--- config.mk ---
export PLATFORM = sky130hd
export DESIGN_NAME = slk_base_end_flat
export DESIGN_NICKNAME = d
export VERILOG_FILES = /design/src/core/slk_pkg.sv /design/src/core/slk_link_if.sv /design/src/core/slk_codec.sv /design/src/core/slk_base_end.sv /design/src/flat_wrapper.sv
export VERILOG_INCLUDE_DIRS = /design/src /design/src/core
export SDC_FILE = /design/constraint.sdc
export NUM_CORES = 1
export LEC_CHECK = 0
export BUFFER_PORTS_ARGS = -buffer_cell sky130_fd_sc_hd__buf_2
export CORE_AREA = 4 4 366 368
export CTS_BUF_LIST = sky130_fd_sc_hd__clkbuf_4 sky130_fd_sc_hd__clkbuf_8
export DETAILED_ROUTE_END_ITERATION = 8
export DIE_AREA = 0 0 370 372
export HOLD_SLACK_MARGIN = 0.02
export PLACE_DENSITY = 0.44
export SYNTH_ARGS = -nofsm -noshare
export SYNTH_HDL_FRONTEND = slang
export SYNTH_SLANG_ARGS = --single-unit
--- constraint.sdc ---
create_clock -name core_clk -period 4.49 [get_ports core_clk]
set_input_delay 0.6735 -clock core_clk [delete_from_list [all_inputs] [get_ports core_clk]]
set_output_delay 0.6735 -clock core_clk [all_outputs]
set_load 0.005 [all_outputs]
--- src/core/slk_map.svh ---
`ifndef SLK_MAP_SVH
`define SLK_MAP_SVH
// Capability advert layout: 4-bit bitmap, four 5-bit subfields
`define SLK_ALG_SC     0
`define SLK_ALG_AES    1
`define SLK_SUB_W      5
`define SLK_SC_LSB     0
`define SLK_AES_LSB    5
`define SLK_SC_ADD     6'h04
`define SLK_AES_128    2'h1
`define SLK_AES_192    2'h2
`define SLK_AES_256    2'h3
`define SLK_AES_OFB    3'h1
// Key lengths in bytes
`define SLK_KEY_16     6'h10
`define SLK_KEY_24     6'h18
`define SLK_KEY_32     6'h20
`define SLK_SC_MIN     6'h05
// Shared secret, key and vector positions
`define SLK_SS_W       326
`define SLK_KEY_W      280
`define SLK_KEY_BYTES  35
`define SLK_IV_LSB     256
// Burst limits in bits, CRC included
`define SLK_UL_MAX     12'h03E8
`define SLK_DL_MAX     12'h09EB
`define SLK_CRC_BITS   12'h0010
`define SLK_CRC_POLY   16'h1021
`define SLK_CRC_INIT   16'hFFFF
`endif

--- src/core/slk_pkg.sv ---
`include "slk_map.svh"
package slk_pkg;
	typedef enum logic [1:0] {cs_idle, cs_skip, cs_data, cs_crc}
		slk_cod_st_t;

	typedef struct packed {
		logic       sc_en;
		logic [5:0] sc_max;
		logic       aes_en;
		logic [5:0] aes_max;
		logic       bad;
	} slk_caps_t;

	// Subfields are sent LSB first, so list element i is bit i
	function automatic slk_caps_t slk_decode(input logic [3:0] alg,
		input logic [19:0] par);
		slk_caps_t  c;
		logic [4:0] sc;
		logic [4:0] ae;
		sc = par[`SLK_SC_LSB +: `SLK_SUB_W];
		ae = par[`SLK_AES_LSB +: `SLK_SUB_W];
		c.sc_en  = alg[`SLK_ALG_SC] && (sc != 5'h00);
		c.sc_max = c.sc_en ? ({1'b0, sc} + `SLK_SC_ADD) : 6'h00;
		case (ae[1:0])
			`SLK_AES_128: c.aes_max = `SLK_KEY_16;
			`SLK_AES_192: c.aes_max = `SLK_KEY_24;
			`SLK_AES_256: c.aes_max = `SLK_KEY_32;
			default:      c.aes_max = 6'h00;
		endcase
		c.aes_en = alg[`SLK_ALG_AES] && (ae[1:0] != 2'h0)
			&& (ae[4:2] == `SLK_AES_OFB);
		c.bad = (alg[`SLK_ALG_SC] != (sc != 5'h00))
			|| (alg[`SLK_ALG_AES] != (ae[1:0] != 2'h0))
			|| ((ae[1:0] == 2'h0) && (ae[4:2] != 3'h0))
			|| ((ae[1:0] != 2'h0) && (ae[4:2] != `SLK_AES_OFB))
			|| (par[19:10] != 10'h000) || (alg[3:2] != 2'h0);
		return c;
	endfunction

	// Legal request: AES 16/24/32 up to the advert, else 5..max
	function automatic logic slk_len_ok(input slk_caps_t c,
		input logic aes, input logic [5:0] n);
		if (aes)
			return c.aes_en && (n <= c.aes_max) && ((n == `SLK_KEY_16)
				|| (n == `SLK_KEY_24) || (n == `SLK_KEY_32));
		return c.sc_en && (n >= `SLK_SC_MIN) && (n <= c.sc_max);
	endfunction

	// Keep the n low bytes of the secret, zero the rest
	function automatic logic [`SLK_KEY_W-1:0] slk_key_sel(
		input logic [`SLK_SS_W-1:0] ss, input logic [5:0] n);
		logic [`SLK_KEY_W-1:0] k;
		k = '0;
		for (int i = 0; i < `SLK_KEY_BYTES; i++)
			if (6'(i) < n)
				k[i*8 +: 8] = ss[i*8 +: 8];
		return k;
	endfunction

	// Four copies of secret bits 256..287 mixed with the stream vector
	function automatic logic [127:0] slk_iv(
		input logic [`SLK_SS_W-1:0] ss, input logic [31:0] iv);
		return {4{ss[`SLK_IV_LSB +: 32] ^ iv}};
	endfunction
endpackage

--- src/core/slk_link_if.sv ---
`timescale 1ns/1ps
`default_nettype none
interface slk_link_if;
	// Capability advert from the base station
	logic [3:0]  cap_alg;
	logic [19:0] cap_par;
	// Downlink burst bits
	logic        dl_valid;
	logic        dl_bit;
	logic        dl_last;
	// Uplink burst bits
	logic        ul_valid;
	logic        ul_bit;
	logic        ul_last;

	modport base (output cap_alg, cap_par, dl_valid, dl_bit, dl_last,
		input ul_valid, ul_bit, ul_last);
	modport term (input cap_alg, cap_par, dl_valid, dl_bit, dl_last,
		output ul_valid, ul_bit, ul_last);
endinterface
`default_nettype wire

--- src/core/slk_codec.sv ---
`timescale 1ns/1ps
`default_nettype none
`include "slk_map.svh"
module slk_codec (
	// Clock and reset
	input  wire logic        core_clk,
	input  wire logic        rst,
	// High for a receiver
	input  wire logic        rx_mode,
	// Burst setup
	input  wire logic        start,
	input  wire logic [11:0] len,
	input  wire logic [11:0] ks_len,
	// Incoming bits and keystream
	input  wire logic        in_valid,
	input  wire logic        in_bit,
	input  wire logic        ks_valid,
	input  wire logic        ks_bit,
	// Outgoing bits and status
	output logic             out_valid,
	output logic             out_bit,
	output logic             out_last,
	output logic             done,
	output logic             crc_bad,
	output logic             busy
);
	slk_pkg::slk_cod_st_t state_q;
	logic [11:0]          skip_q;
	logic [11:0]          cnt_q;
	logic                 has_data_q;
	logic [15:0]          crc_q;
	logic                 bad_q;
	logic                 cipher;
	logic                 step;
	logic                 crc_step;
	logic [15:0]          crc_d;

	// The CRC always sees ciphertext, whichever way bits flow
	assign cipher = rx_mode ? in_bit : (in_bit ^ ks_bit);
	assign step = in_valid && ks_valid;
	assign crc_step = !rx_mode || in_valid;
	assign busy = (state_q != slk_pkg::cs_idle);
	assign crc_d = {crc_q[14:0], 1'b0}
		^ ((crc_q[15] ^ cipher) ? `SLK_CRC_POLY : 16'h0000);

	// Burst sequencer: skip spare keystream, cipher bits, then CRC
	always_ff @(posedge core_clk)
	begin
		if (rst)
		begin
			state_q <= slk_pkg::cs_idle;
			skip_q <= 12'h000;
			cnt_q <= 12'h000;
			has_data_q <= 1'b0;
		end
		else
		begin
			case (state_q)
				slk_pkg::cs_idle:
					if (start)
					begin
						skip_q <= ks_len - len;
						has_data_q <= (len != 12'h000);
						cnt_q <= (len != 12'h000) ? len : `SLK_CRC_BITS;
						if (ks_len != len)
							state_q <= slk_pkg::cs_skip;
						else if (len != 12'h000)
							state_q <= slk_pkg::cs_data;
						else
							state_q <= slk_pkg::cs_crc;
					end
				slk_pkg::cs_skip:
					if (ks_valid)
					begin
						skip_q <= skip_q - 12'h001; // leading bits dropped
						if (skip_q == 12'h001)
							state_q <= has_data_q ? slk_pkg::cs_data
								: slk_pkg::cs_crc;
					end
				slk_pkg::cs_data:
					if (step)
					begin
						cnt_q <= cnt_q - 12'h001;
						if (cnt_q == 12'h001)
						begin
							state_q <= slk_pkg::cs_crc;
							cnt_q <= `SLK_CRC_BITS;
						end
					end
				slk_pkg::cs_crc:
					if (crc_step)
					begin
						cnt_q <= cnt_q - 12'h001;
						if (cnt_q == 12'h001)
							state_q <= slk_pkg::cs_idle;
					end
				default: state_q <= slk_pkg::cs_idle;
			endcase
		end
	end

	// Data path: XOR with keystream, CRC sent or checked in clear
	always_ff @(posedge core_clk)
	begin
		if (rst)
		begin
			crc_q <= `SLK_CRC_INIT;
			bad_q <= 1'b0;
			out_valid <= 1'b0;
			out_bit <= 1'b0;
			out_last <= 1'b0;
			done <= 1'b0;
			crc_bad <= 1'b0;
		end
		else
		begin
			out_valid <= 1'b0;
			out_last <= 1'b0;
			done <= 1'b0;
			crc_bad <= 1'b0;
			if (state_q == slk_pkg::cs_idle && start)
			begin
				crc_q <= `SLK_CRC_INIT;
				bad_q <= 1'b0;
			end
			else if (state_q == slk_pkg::cs_data && step)
			begin
				crc_q <= crc_d;
				out_valid <= 1'b1;
				out_bit <= in_bit ^ ks_bit;
			end
			else if (state_q == slk_pkg::cs_crc && crc_step)
			begin
				crc_q <= {crc_q[14:0], 1'b0};
				if (rx_mode)
					bad_q <= bad_q | (in_bit != crc_q[15]);
				else
				begin
					out_valid <= 1'b1;
					out_bit <= crc_q[15];
					out_last <= (cnt_q == 12'h001);
				end
				if (cnt_q == 12'h001)
				begin
					done <= 1'b1;
					crc_bad <= rx_mode && (bad_q | (in_bit != crc_q[15]));
				end
			end
		end
	end
endmodule // slk_codec
`default_nettype wire

--- src/core/slk_base_end.sv ---
`timescale 1ns/1ps
`default_nettype none
`include "slk_map.svh"
// Function
// Nonzero stream subfield: max key bytes plus four
// Zero stream subfield disables the stream cipher
// AES bits 01/10/11 give 128/192/256, 00 off
// AES mode 001 is OFB, 000 when off
// Both ends support AES and stream cipher
// Key is low key-length bytes of secret
// Stream key at most 35 bytes
// AES key 16/24/32 bytes, bits 256-287 vector
// Base ends streams or registration at limits
// Terminal closes streams or re-registers at limits
// Uplink burst at most 1000 bits, CRC clear
// Downlink burst at most 2539 bits, CRC clear
// Header and payload XORed with keystream
// CRC computed over ciphertext, sent in clear
// Receiver checks CRC, then decrypts by XOR; here each bit is decrypted as it arrives, before the CRC check ends
// Basic header: last payload bit ends keystream
// Minimized header aligns likewise; spare keystream dropped
// 28-bit header packed behind four zero bits
// AES starts from key and per-stream vector
// Word bit n is secret bit n+256
// Word XORed with the stream-cipher vector
// AES vector is four copies of word
// Algorithm bitmap: bit0 stream, bit1 AES
// Four 5-bit subfields, unsupported ones zero
module slk_base_end (
	// Clock and reset
	input  wire logic               core_clk,
	input  wire logic               rst,
	// Radio link
	slk_link_if.base                link,
	// Capability advert sent to terminals
	input  wire logic [3:0]         adv_alg,
	input  wire logic [19:0]        adv_par,
	// Shared secret and stream control
	input  wire logic [325:0]       secret,
	input  wire logic               secret_load,
	input  wire logic               stream_start,
	input  wire logic [31:0]        stream_iv,
	input  wire logic               use_aes,
	input  wire logic [5:0]         key_len_req,
	// Limits, zero disables
	input  wire logic [15:0]        base_registration_limit,
	input  wire logic [15:0]        base_burst_limit,
	// Downlink transmit
	input  wire logic               tx_start,
	input  wire logic [11:0]        tx_len,
	input  wire logic [11:0]        tx_ks_len,
	input  wire logic               tx_valid,
	input  wire logic               tx_bit,
	input  wire logic               tx_ks_valid,
	input  wire logic               tx_ks_bit,
	// Uplink receive
	input  wire logic               rx_start,
	input  wire logic [11:0]        rx_len,
	input  wire logic [11:0]        rx_ks_len,
	input  wire logic               rx_ks_valid,
	input  wire logic               rx_ks_bit,
	output logic                    rx_valid,
	output logic                    rx_bit,
	output logic                    rx_done,
	output logic                    rx_crc_bad,
	// Key material
	output logic [279:0]            key,
	output logic [5:0]              key_len,
	output logic                    key_aes,
	output logic [127:0]            block_cipher_init_vector,
	// Status
	output logic                    cfg_err,
	output logic                    key_err,
	output logic                    len_err,
	output logic                    stream_open,
	output logic                    stream_close,
	output logic                    reg_close
);
	slk_pkg::slk_caps_t caps;
	logic               len_ok;
	logic               stream_go;
	logic               tx_go;
	logic               rx_go;
	logic               tx_busy;
	logic               rx_busy;
	logic               tx_done;
	logic               reg_full_q;
	logic [15:0]        burst_cnt_q;
	logic [15:0]        reg_cnt_q;
	logic [15:0]        burst_nxt;
	logic [15:0]        reg_nxt;

	// Own advert decoded the same way a terminal will read it
	assign caps = slk_pkg::slk_decode(adv_alg,
		adv_par);
	assign len_ok = slk_pkg::slk_len_ok(caps, use_aes,
		key_len_req);
	// A full registration refuses new streams until a new secret
	assign stream_go = stream_start && len_ok && !caps.bad
		&& !reg_full_q && !secret_load;
	// Length checks leave room for the 16 clear CRC bits
	assign tx_go = tx_start && !tx_busy && stream_open
		&& (tx_len <= `SLK_DL_MAX - `SLK_CRC_BITS)
		&& (tx_ks_len >= tx_len);
	assign rx_go = rx_start && !rx_busy
		&& (rx_len <= `SLK_UL_MAX - `SLK_CRC_BITS)
		&& (rx_ks_len >= rx_len);
	assign burst_nxt = burst_cnt_q + 16'h0001;
	assign reg_nxt = reg_cnt_q + 16'h0001;

	// Advert flops onto the link so it is stable for the terminal
	always_ff @(posedge core_clk)
	begin
		if (rst)
		begin
			link.cap_alg <= 4'h0;
			link.cap_par <= 20'h0_0000;
			cfg_err <= 1'b0;
		end
		else
		begin
			link.cap_alg <= adv_alg;
			link.cap_par <= adv_par;
			cfg_err <= caps.bad;
		end
	end

	// Key and vector latch at stream start; old ones kept otherwise
	always_ff @(posedge core_clk)
	begin
		if (rst)
		begin
			key <= '0;
			key_len <= 6'h00;
			key_aes <= 1'b0;
			block_cipher_init_vector <= '0;
			key_err <= 1'b0;
		end
		else
		begin
			key_err <= stream_start && !stream_go;
			if (stream_go)
			begin
				key <= slk_pkg::slk_key_sel(secret,
					key_len_req);
				key_len <= key_len_req;
				key_aes <= use_aes;
				block_cipher_init_vector <= slk_pkg::slk_iv(secret,
					stream_iv);
			end
		end
	end

	// Stream and registration counters against the base limits
	always_ff @(posedge core_clk)
	begin
		if (rst)
		begin
			burst_cnt_q <= 16'h0000;
			reg_cnt_q <= 16'h0000;
			reg_full_q <= 1'b0;
			stream_open <= 1'b0;
			stream_close <= 1'b0;
			reg_close <= 1'b0;
		end
		else
		begin
			stream_close <= 1'b0;
			reg_close <= 1'b0;
			if (secret_load)
			begin
				reg_cnt_q <= 16'h0000;
				reg_full_q <= 1'b0;
				stream_open <= 1'b0;
			end
			else if (stream_go)
			begin
				reg_cnt_q <= reg_nxt;
				burst_cnt_q <= 16'h0000;
				stream_open <= 1'b1;
				if (base_registration_limit != 16'h0000
					&& reg_nxt == base_registration_limit)
				begin
					reg_full_q <= 1'b1;
					reg_close <= 1'b1;
				end
			end
			else if (tx_done)
			begin
				burst_cnt_q <= burst_nxt;
				if (base_burst_limit != 16'h0000
					&& burst_nxt == base_burst_limit)
				begin
					stream_open <= 1'b0;
					stream_close <= 1'b1;
				end
			end
		end
	end

	// Refused burst starts are reported, never queued
	always_ff @(posedge core_clk)
	begin
		if (rst)
			len_err <= 1'b0;
		else
			len_err <= (tx_start && !tx_go) || (rx_start && !rx_go);
	end

	// Downlink encoder
	slk_codec u_tx (
		.core_clk  (core_clk),
		.rst       (rst),
		.rx_mode   (1'b0),
		.start     (tx_go),
		.len       (tx_len),
		.ks_len    (tx_ks_len),
		.in_valid  (tx_valid),
		.in_bit    (tx_bit),
		.ks_valid  (tx_ks_valid),
		.ks_bit    (tx_ks_bit),
		.out_valid (link.dl_valid),
		.out_bit   (link.dl_bit),
		.out_last  (link.dl_last),
		.done      (tx_done),
		.crc_bad   (),
		.busy      (tx_busy)
	);

	// Uplink decoder
	slk_codec u_rx (
		.core_clk  (core_clk),
		.rst       (rst),
		.rx_mode   (1'b1),
		.start     (rx_go),
		.len       (rx_len),
		.ks_len    (rx_ks_len),
		.in_valid  (link.ul_valid),
		.in_bit    (link.ul_bit),
		.ks_valid  (rx_ks_valid),
		.ks_bit    (rx_ks_bit),
		.out_valid (rx_valid),
		.out_bit   (rx_bit),
		.out_last  (),
		.done      (rx_done),
		.crc_bad   (rx_crc_bad),
		.busy      (rx_busy)
	);
endmodule // slk_base_end
`default_nettype wire

--- src/flat_wrapper.sv ---
// flat-port wrapper written by rule: the top's interface ports become plain ports
module slk_base_end_flat 
  (core_clk, rst, adv_alg, adv_par, secret, secret_load, stream_start, stream_iv, use_aes, key_len_req, base_registration_limit, base_burst_limit, tx_start, tx_len, tx_ks_len, tx_valid, tx_bit, tx_ks_valid, tx_ks_bit, rx_start, rx_len, rx_ks_len, rx_ks_valid, rx_ks_bit, rx_valid, rx_bit, rx_done, rx_crc_bad, key, key_len, key_aes, block_cipher_init_vector, cfg_err, key_err, len_err, stream_open, stream_close, reg_close, link_cap_alg, link_cap_par, link_dl_valid, link_dl_bit, link_dl_last, link_ul_valid, link_ul_bit, link_ul_last);
  slk_link_if link_i ();
  input  wire logic core_clk;
  input  wire logic rst;
  input  wire logic [3:0] adv_alg;
  input  wire logic [19:0] adv_par;
  input  wire logic [325:0] secret;
  input  wire logic secret_load;
  input  wire logic stream_start;
  input  wire logic [31:0] stream_iv;
  input  wire logic use_aes;
  input  wire logic [5:0] key_len_req;
  input  wire logic [15:0] base_registration_limit;
  input  wire logic [15:0] base_burst_limit;
  input  wire logic tx_start;
  input  wire logic [11:0] tx_len;
  input  wire logic [11:0] tx_ks_len;
  input  wire logic tx_valid;
  input  wire logic tx_bit;
  input  wire logic tx_ks_valid;
  input  wire logic tx_ks_bit;
  input  wire logic rx_start;
  input  wire logic [11:0] rx_len;
  input  wire logic [11:0] rx_ks_len;
  input  wire logic rx_ks_valid;
  input  wire logic rx_ks_bit;
  output logic rx_valid;
  output logic rx_bit;
  output logic rx_done;
  output logic rx_crc_bad;
  output logic [279:0] key;
  output logic [5:0] key_len;
  output logic key_aes;
  output logic [127:0] block_cipher_init_vector;
  output logic cfg_err;
  output logic key_err;
  output logic len_err;
  output logic stream_open;
  output logic stream_close;
  output logic reg_close;
  output wire logic [$bits(link_i.cap_alg)-1:0] link_cap_alg;
  output wire logic [$bits(link_i.cap_par)-1:0] link_cap_par;
  output wire logic [$bits(link_i.dl_valid)-1:0] link_dl_valid;
  output wire logic [$bits(link_i.dl_bit)-1:0] link_dl_bit;
  output wire logic [$bits(link_i.dl_last)-1:0] link_dl_last;
  input wire logic [$bits(link_i.ul_valid)-1:0] link_ul_valid;
  input wire logic [$bits(link_i.ul_bit)-1:0] link_ul_bit;
  input wire logic [$bits(link_i.ul_last)-1:0] link_ul_last;
  assign link_cap_alg = link_i.cap_alg;
  assign link_cap_par = link_i.cap_par;
  assign link_dl_valid = link_i.dl_valid;
  assign link_dl_bit = link_i.dl_bit;
  assign link_dl_last = link_i.dl_last;
  assign link_i.ul_valid = link_ul_valid;
  assign link_i.ul_bit = link_ul_bit;
  assign link_i.ul_last = link_ul_last;
  slk_base_end u_core (.core_clk(core_clk), .rst(rst), .link(link_i), .adv_alg(adv_alg), .adv_par(adv_par), .secret(secret), .secret_load(secret_load), .stream_start(stream_start), .stream_iv(stream_iv), .use_aes(use_aes), .key_len_req(key_len_req), .base_registration_limit(base_registration_limit), .base_burst_limit(base_burst_limit), .tx_start(tx_start), .tx_len(tx_len), .tx_ks_len(tx_ks_len), .tx_valid(tx_valid), .tx_bit(tx_bit), .tx_ks_valid(tx_ks_valid), .tx_ks_bit(tx_ks_bit), .rx_start(rx_start), .rx_len(rx_len), .rx_ks_len(rx_ks_len), .rx_ks_valid(rx_ks_valid), .rx_ks_bit(rx_ks_bit), .rx_valid(rx_valid), .rx_bit(rx_bit), .rx_done(rx_done), .rx_crc_bad(rx_crc_bad), .key(key), .key_len(key_len), .key_aes(key_aes), .block_cipher_init_vector(block_cipher_init_vector), .cfg_err(cfg_err), .key_err(key_err), .len_err(len_err), .stream_open(stream_open), .stream_close(stream_close), .reg_close(reg_close));
endmodule
==> summary.txt <==
Place
  – Cell Area, Placed: 0.02734 mm2
  – Port Buffer Count: 896
  – Dpl ws: 0.1507 ns
  – Gpl congestion: 0.8902
  – DP HPWL: 101.8 mm

Worst setup path
  – Startpoint Class: primary input
  – CP Class: primary input to flip-flop
  – Worst Setup End Kind: flip-flop
  – Largest fanout on the critical path: 5
  – Critical path data arrival time: 4.20 ns
  – Req. time, crit path: 5.15 ns

Cells and area
  – Fillers: 14370
  – Post-Layout Inst Area: 0.03195 mm2
  – Final net count: 3892
  – Area Growth Syn to Fin: 51.90%
  – Layout cells sized above 1: 0.3456

Timing
  – Peak Freq: 282.5 MHz
  – Fin. max-slew vios: 0
  – Worst Tran Pin Value: 1.159 ns
  – Setup TNS: 0 ns
  – Final setup fails: 0
  – Slew HR: 0.2270
  – Final setup margin: 0.9499 ns
  – Hold Fails Final Rpt: 0
  – Fin crit share: 0.7884
  – Skew final: 0.04340 ns
  – Tmin final: 3.540 ns
  – Hold_ws: 0.1652 ns
  – RSZ-0062 raised after global routing: false

GRT
  – First-pass GRT wire length: 166.3 mm
  – Gr ovfl total: 0
  – Vias in the first global route: 21020
  – Initial antenna violation count: 124
  – GRT Overall Usage: 0.1704
  – Largest net degree at the start of global routing: 66

Floorplanning
  – Die width: 370 um
  – Core Box Area: 0.1308 mm2
  – Die Area: 0.1376 mm2
  – Row count: 133
  – I/O pin count: 936
  – Die Y: 372 um
  – Initial Util: 0.1608

Clocking
  – CTS buffer count: 95
  – Reg clk slew, reported paths: 0.06 ns
  – Clk buf depth: 3
  – CTS tree: built
  – H-tree depth: 3
  – Root Driver: clkbuf_8
  – Skew-Pair Late Insertion Delay: 0.76 ns
  – Post-CTS Setup Bufs: 0
  – PostCTS Resize Cnt: 0
  – Clk sinks: 476

Run status
  – Status: finished, final reports clean

Drt
  – DR pass1 iterations: 5
  – Via count: 22020
  – Routed Antenna Nets: 0
  – Remaining DRCs: 0
  – Via density: 4.217
  – Final WL: 123.2 mm
  – Wire length per cell: 23.60 um
  – DRT iter0 DRCs: 1522

Yosys
  – Synthesized instance count: 2256
  – Cell taking the most area after synthesis: dfxtp_1
  – Number of synthesized flops with an enable pin: 0
  – Top post-synthesis cells by area: dfxtp_1, a22o_1, xnor2_1
  – Syn Nets: 2802
  – Yosys reg bits: 476
  – Synthesis Warnings: 0
  – Yosys cell types: 75
  – Share of the synthesized area in the top cell type: 0.4530
  – Seq/Total Area, Yosys: 0.4530
  – Async SR Flop Fraction: 0
  – Syn Area/Cell: 9.325 um2
  – Synth Cell Area: 0.02104 mm2
  – Main flop type after synthesis: dfxtp_1

Hold path
  – Worst hold path type: primary input to flip-flop

Pwr
  – Leakage: 14.37 nW
  – Cell Pwr Density: 379.4 mW/mm2
  – Power Total: 12.12 mW
  – Maximum vdd drop: 242.1 uV

Run
  – Max_cap viols: 0
-- worst max-delay path, stage by stage --
cell,delay [ns]
buf_2,0.12
inv_1,0.07
ha_1,0.13
or4b_2,0.60
ha_1,0.25
nand2_1,0.10
ha_1,0.27
a21o_1,0.20
a21oi_1,0.14
nand4_1,0.33
a31oi_4,0.34
nand2b_2,0.17
or4_1,0.64
a21oi_1,0.17
-- repair_timing --
item / in CTS / in global routing
hold buffers: 232 / 0
endpoints found under the hold margin: 232 / 0
endpoints found under the setup margin: 0 / 0
-- Yosys cell counts, types with 5 or more instances --
| master | instances |
|---|---|
| a21o_1 | 6 |
| nor2b_1 | 32 |
| or2_2 | 12 |
| xnor2_1 | 91 |
| buf_1 | 6 |
| or4_1 | 7 |
| buf_4 | 96 |
| inv_1 | 67 |
| o22ai_1 | 6 |
| nand4_1 | 24 |
| a21oi_2 | 6 |
| a211oi_1 | 62 |
| nand3_1 | 81 |
| xor2_1 | 43 |
| o211ai_1 | 6 |
| o21a_1 | 9 |
| and3_1 | 20 |
| ha_1 | 60 |
| o31ai_1 | 8 |
| and4_1 | 5 |
| nand2_1 | 170 |
| o32ai_1 | 8 |
| clkbuf_1 | 69 |
| nor4_1 | 29 |
| nor3_1 | 38 |
| a22o_1 | 274 |
| buf_2 | 35 |
| a31oi_1 | 17 |
| dfxtp_1 | 476 |
| o21ai_0 | 56 |
| a21oi_1 | 118 |
| nand2b_1 | 23 |
| and2_1 | 13 |
| nor2_1 | 170 |
| o2111ai_1 | 5 |
| or3_1 | 18 |
| mux2i_1 | 16 |
| a211o_1 | 5 |
-- per-layer routing --
layer	wire, um	up-vias	track usage
li1	-	10380	-
met1	51030	10420	0.2118
met2	57320	966	0.2831
met3	11350	233	0.05735
met4	3343	26	0.04196
met5	179	-	0
-- sequential cells by signal (all words and copies together) (netlist names), 2 cells and up --
signal	count
u_core.block_cipher_init_vector	32
u_core.burst_cnt_q	16
u_core.key	280
u_core.key_len	6
u_core.link.cap_alg	4
u_core.link.cap_par	20
u_core.reg_cnt_q	16
u_core.u_rx.cnt_q	12
u_core.u_rx.crc_q	16
u_core.u_rx.skip_q	12
u_core.u_rx.state_q	2
u_core.u_tx.cnt_q	12
u_core.u_tx.crc_q	16
u_core.u_tx.skip_q	12
u_core.u_tx.state_q	2
-- through the flow --
stage | util | std cells
finish | 0.2443 | 5222
floorplan | - | 2256
global route | 0.2436 | 5186
global placement | 0.2090 | 4772
CTS | 0.2434 | 5175
detailed placement | 0.2090 | 4772
-- kinds of logic (layout without fill, tap and decap cells) --
kind of cell | count (synthesis) | count (layout) | share of synthesized area
mux | 17 | 17 | 0.008148
compound gates | 625 | 625 | 0.2229
fa+ha+maj | 62 | 62 | 0.03759
other cells | 0 | 47 | 0
simple gates | 668 | 668 | 0.1545
flops | 476 | 476 | 0.4530
buf+inv | 274 | 1438 | 0.06810
xor+xnor | 134 | 134 | 0.05579
-- placed cells by master, fill, tap and decap left out, drive strengths merged, types with 18 or more instances in the layout --
cell type,n
ha,60
a21oi,124
xnor2,91
nand4,24
diode,47
and3,20
nand2b,23
a22o,274
xor2,43
nand2,171
or3,18
inv,73
buf,967
dlygate4sd3,232
nand3,82
nor4,30
o21ai,58
nor2,174
a211oi,64
a31oi,22
dfxtp,476
nor3,41
nor2b,32
clkbuf,148
-- cell type report --
cell class	instances	area [um2]	share of cell area
sequential	476	9529	0.2982
antenna	47	117.6	0.003681
timing repair buffer	1199	7571	0.2369
clock inverter	23	367.9	0.01151
tap	1755	2196	0.06872
inverter	68	255.2	0.007988
multi-input combinational	1506	10110	0.3163
clock buffer	148	1812	0.05670
-- path summary, 6_finish.rpt --
path                                       from                            endpoint  slack [ns]  cells after the start
min                                  secret[86]         u_core.key[86]$_SDFFE_PP0P_        0.17                      2
max reg2reg  u_core.burst_cnt_q[0]$_SDFFE_PP0P_     u_core.stream_open$_SDFFE_PP0P_        1.24                      8
max                                  adv_par[3]      u_core.reg_full_q$_SDFFE_PP0P_        0.95                     14
min reg2reg   u_core.u_tx.crc_q[9]$_SDFFE_PP1P_  u_core.u_tx.crc_q[10]$_SDFFE_PP1P_        0.44                      2
-- where the power goes --
part	internal (mW)	switching, mW	leakage, nW	total [mW]
Combinational	1.01	1.39	9.37	2.39
Sequential	4.40	0.143	3.85	4.54
Clock	3.00	2.18	1.15	5.19
No activity file was read; power rests on OpenSTA's default activity.
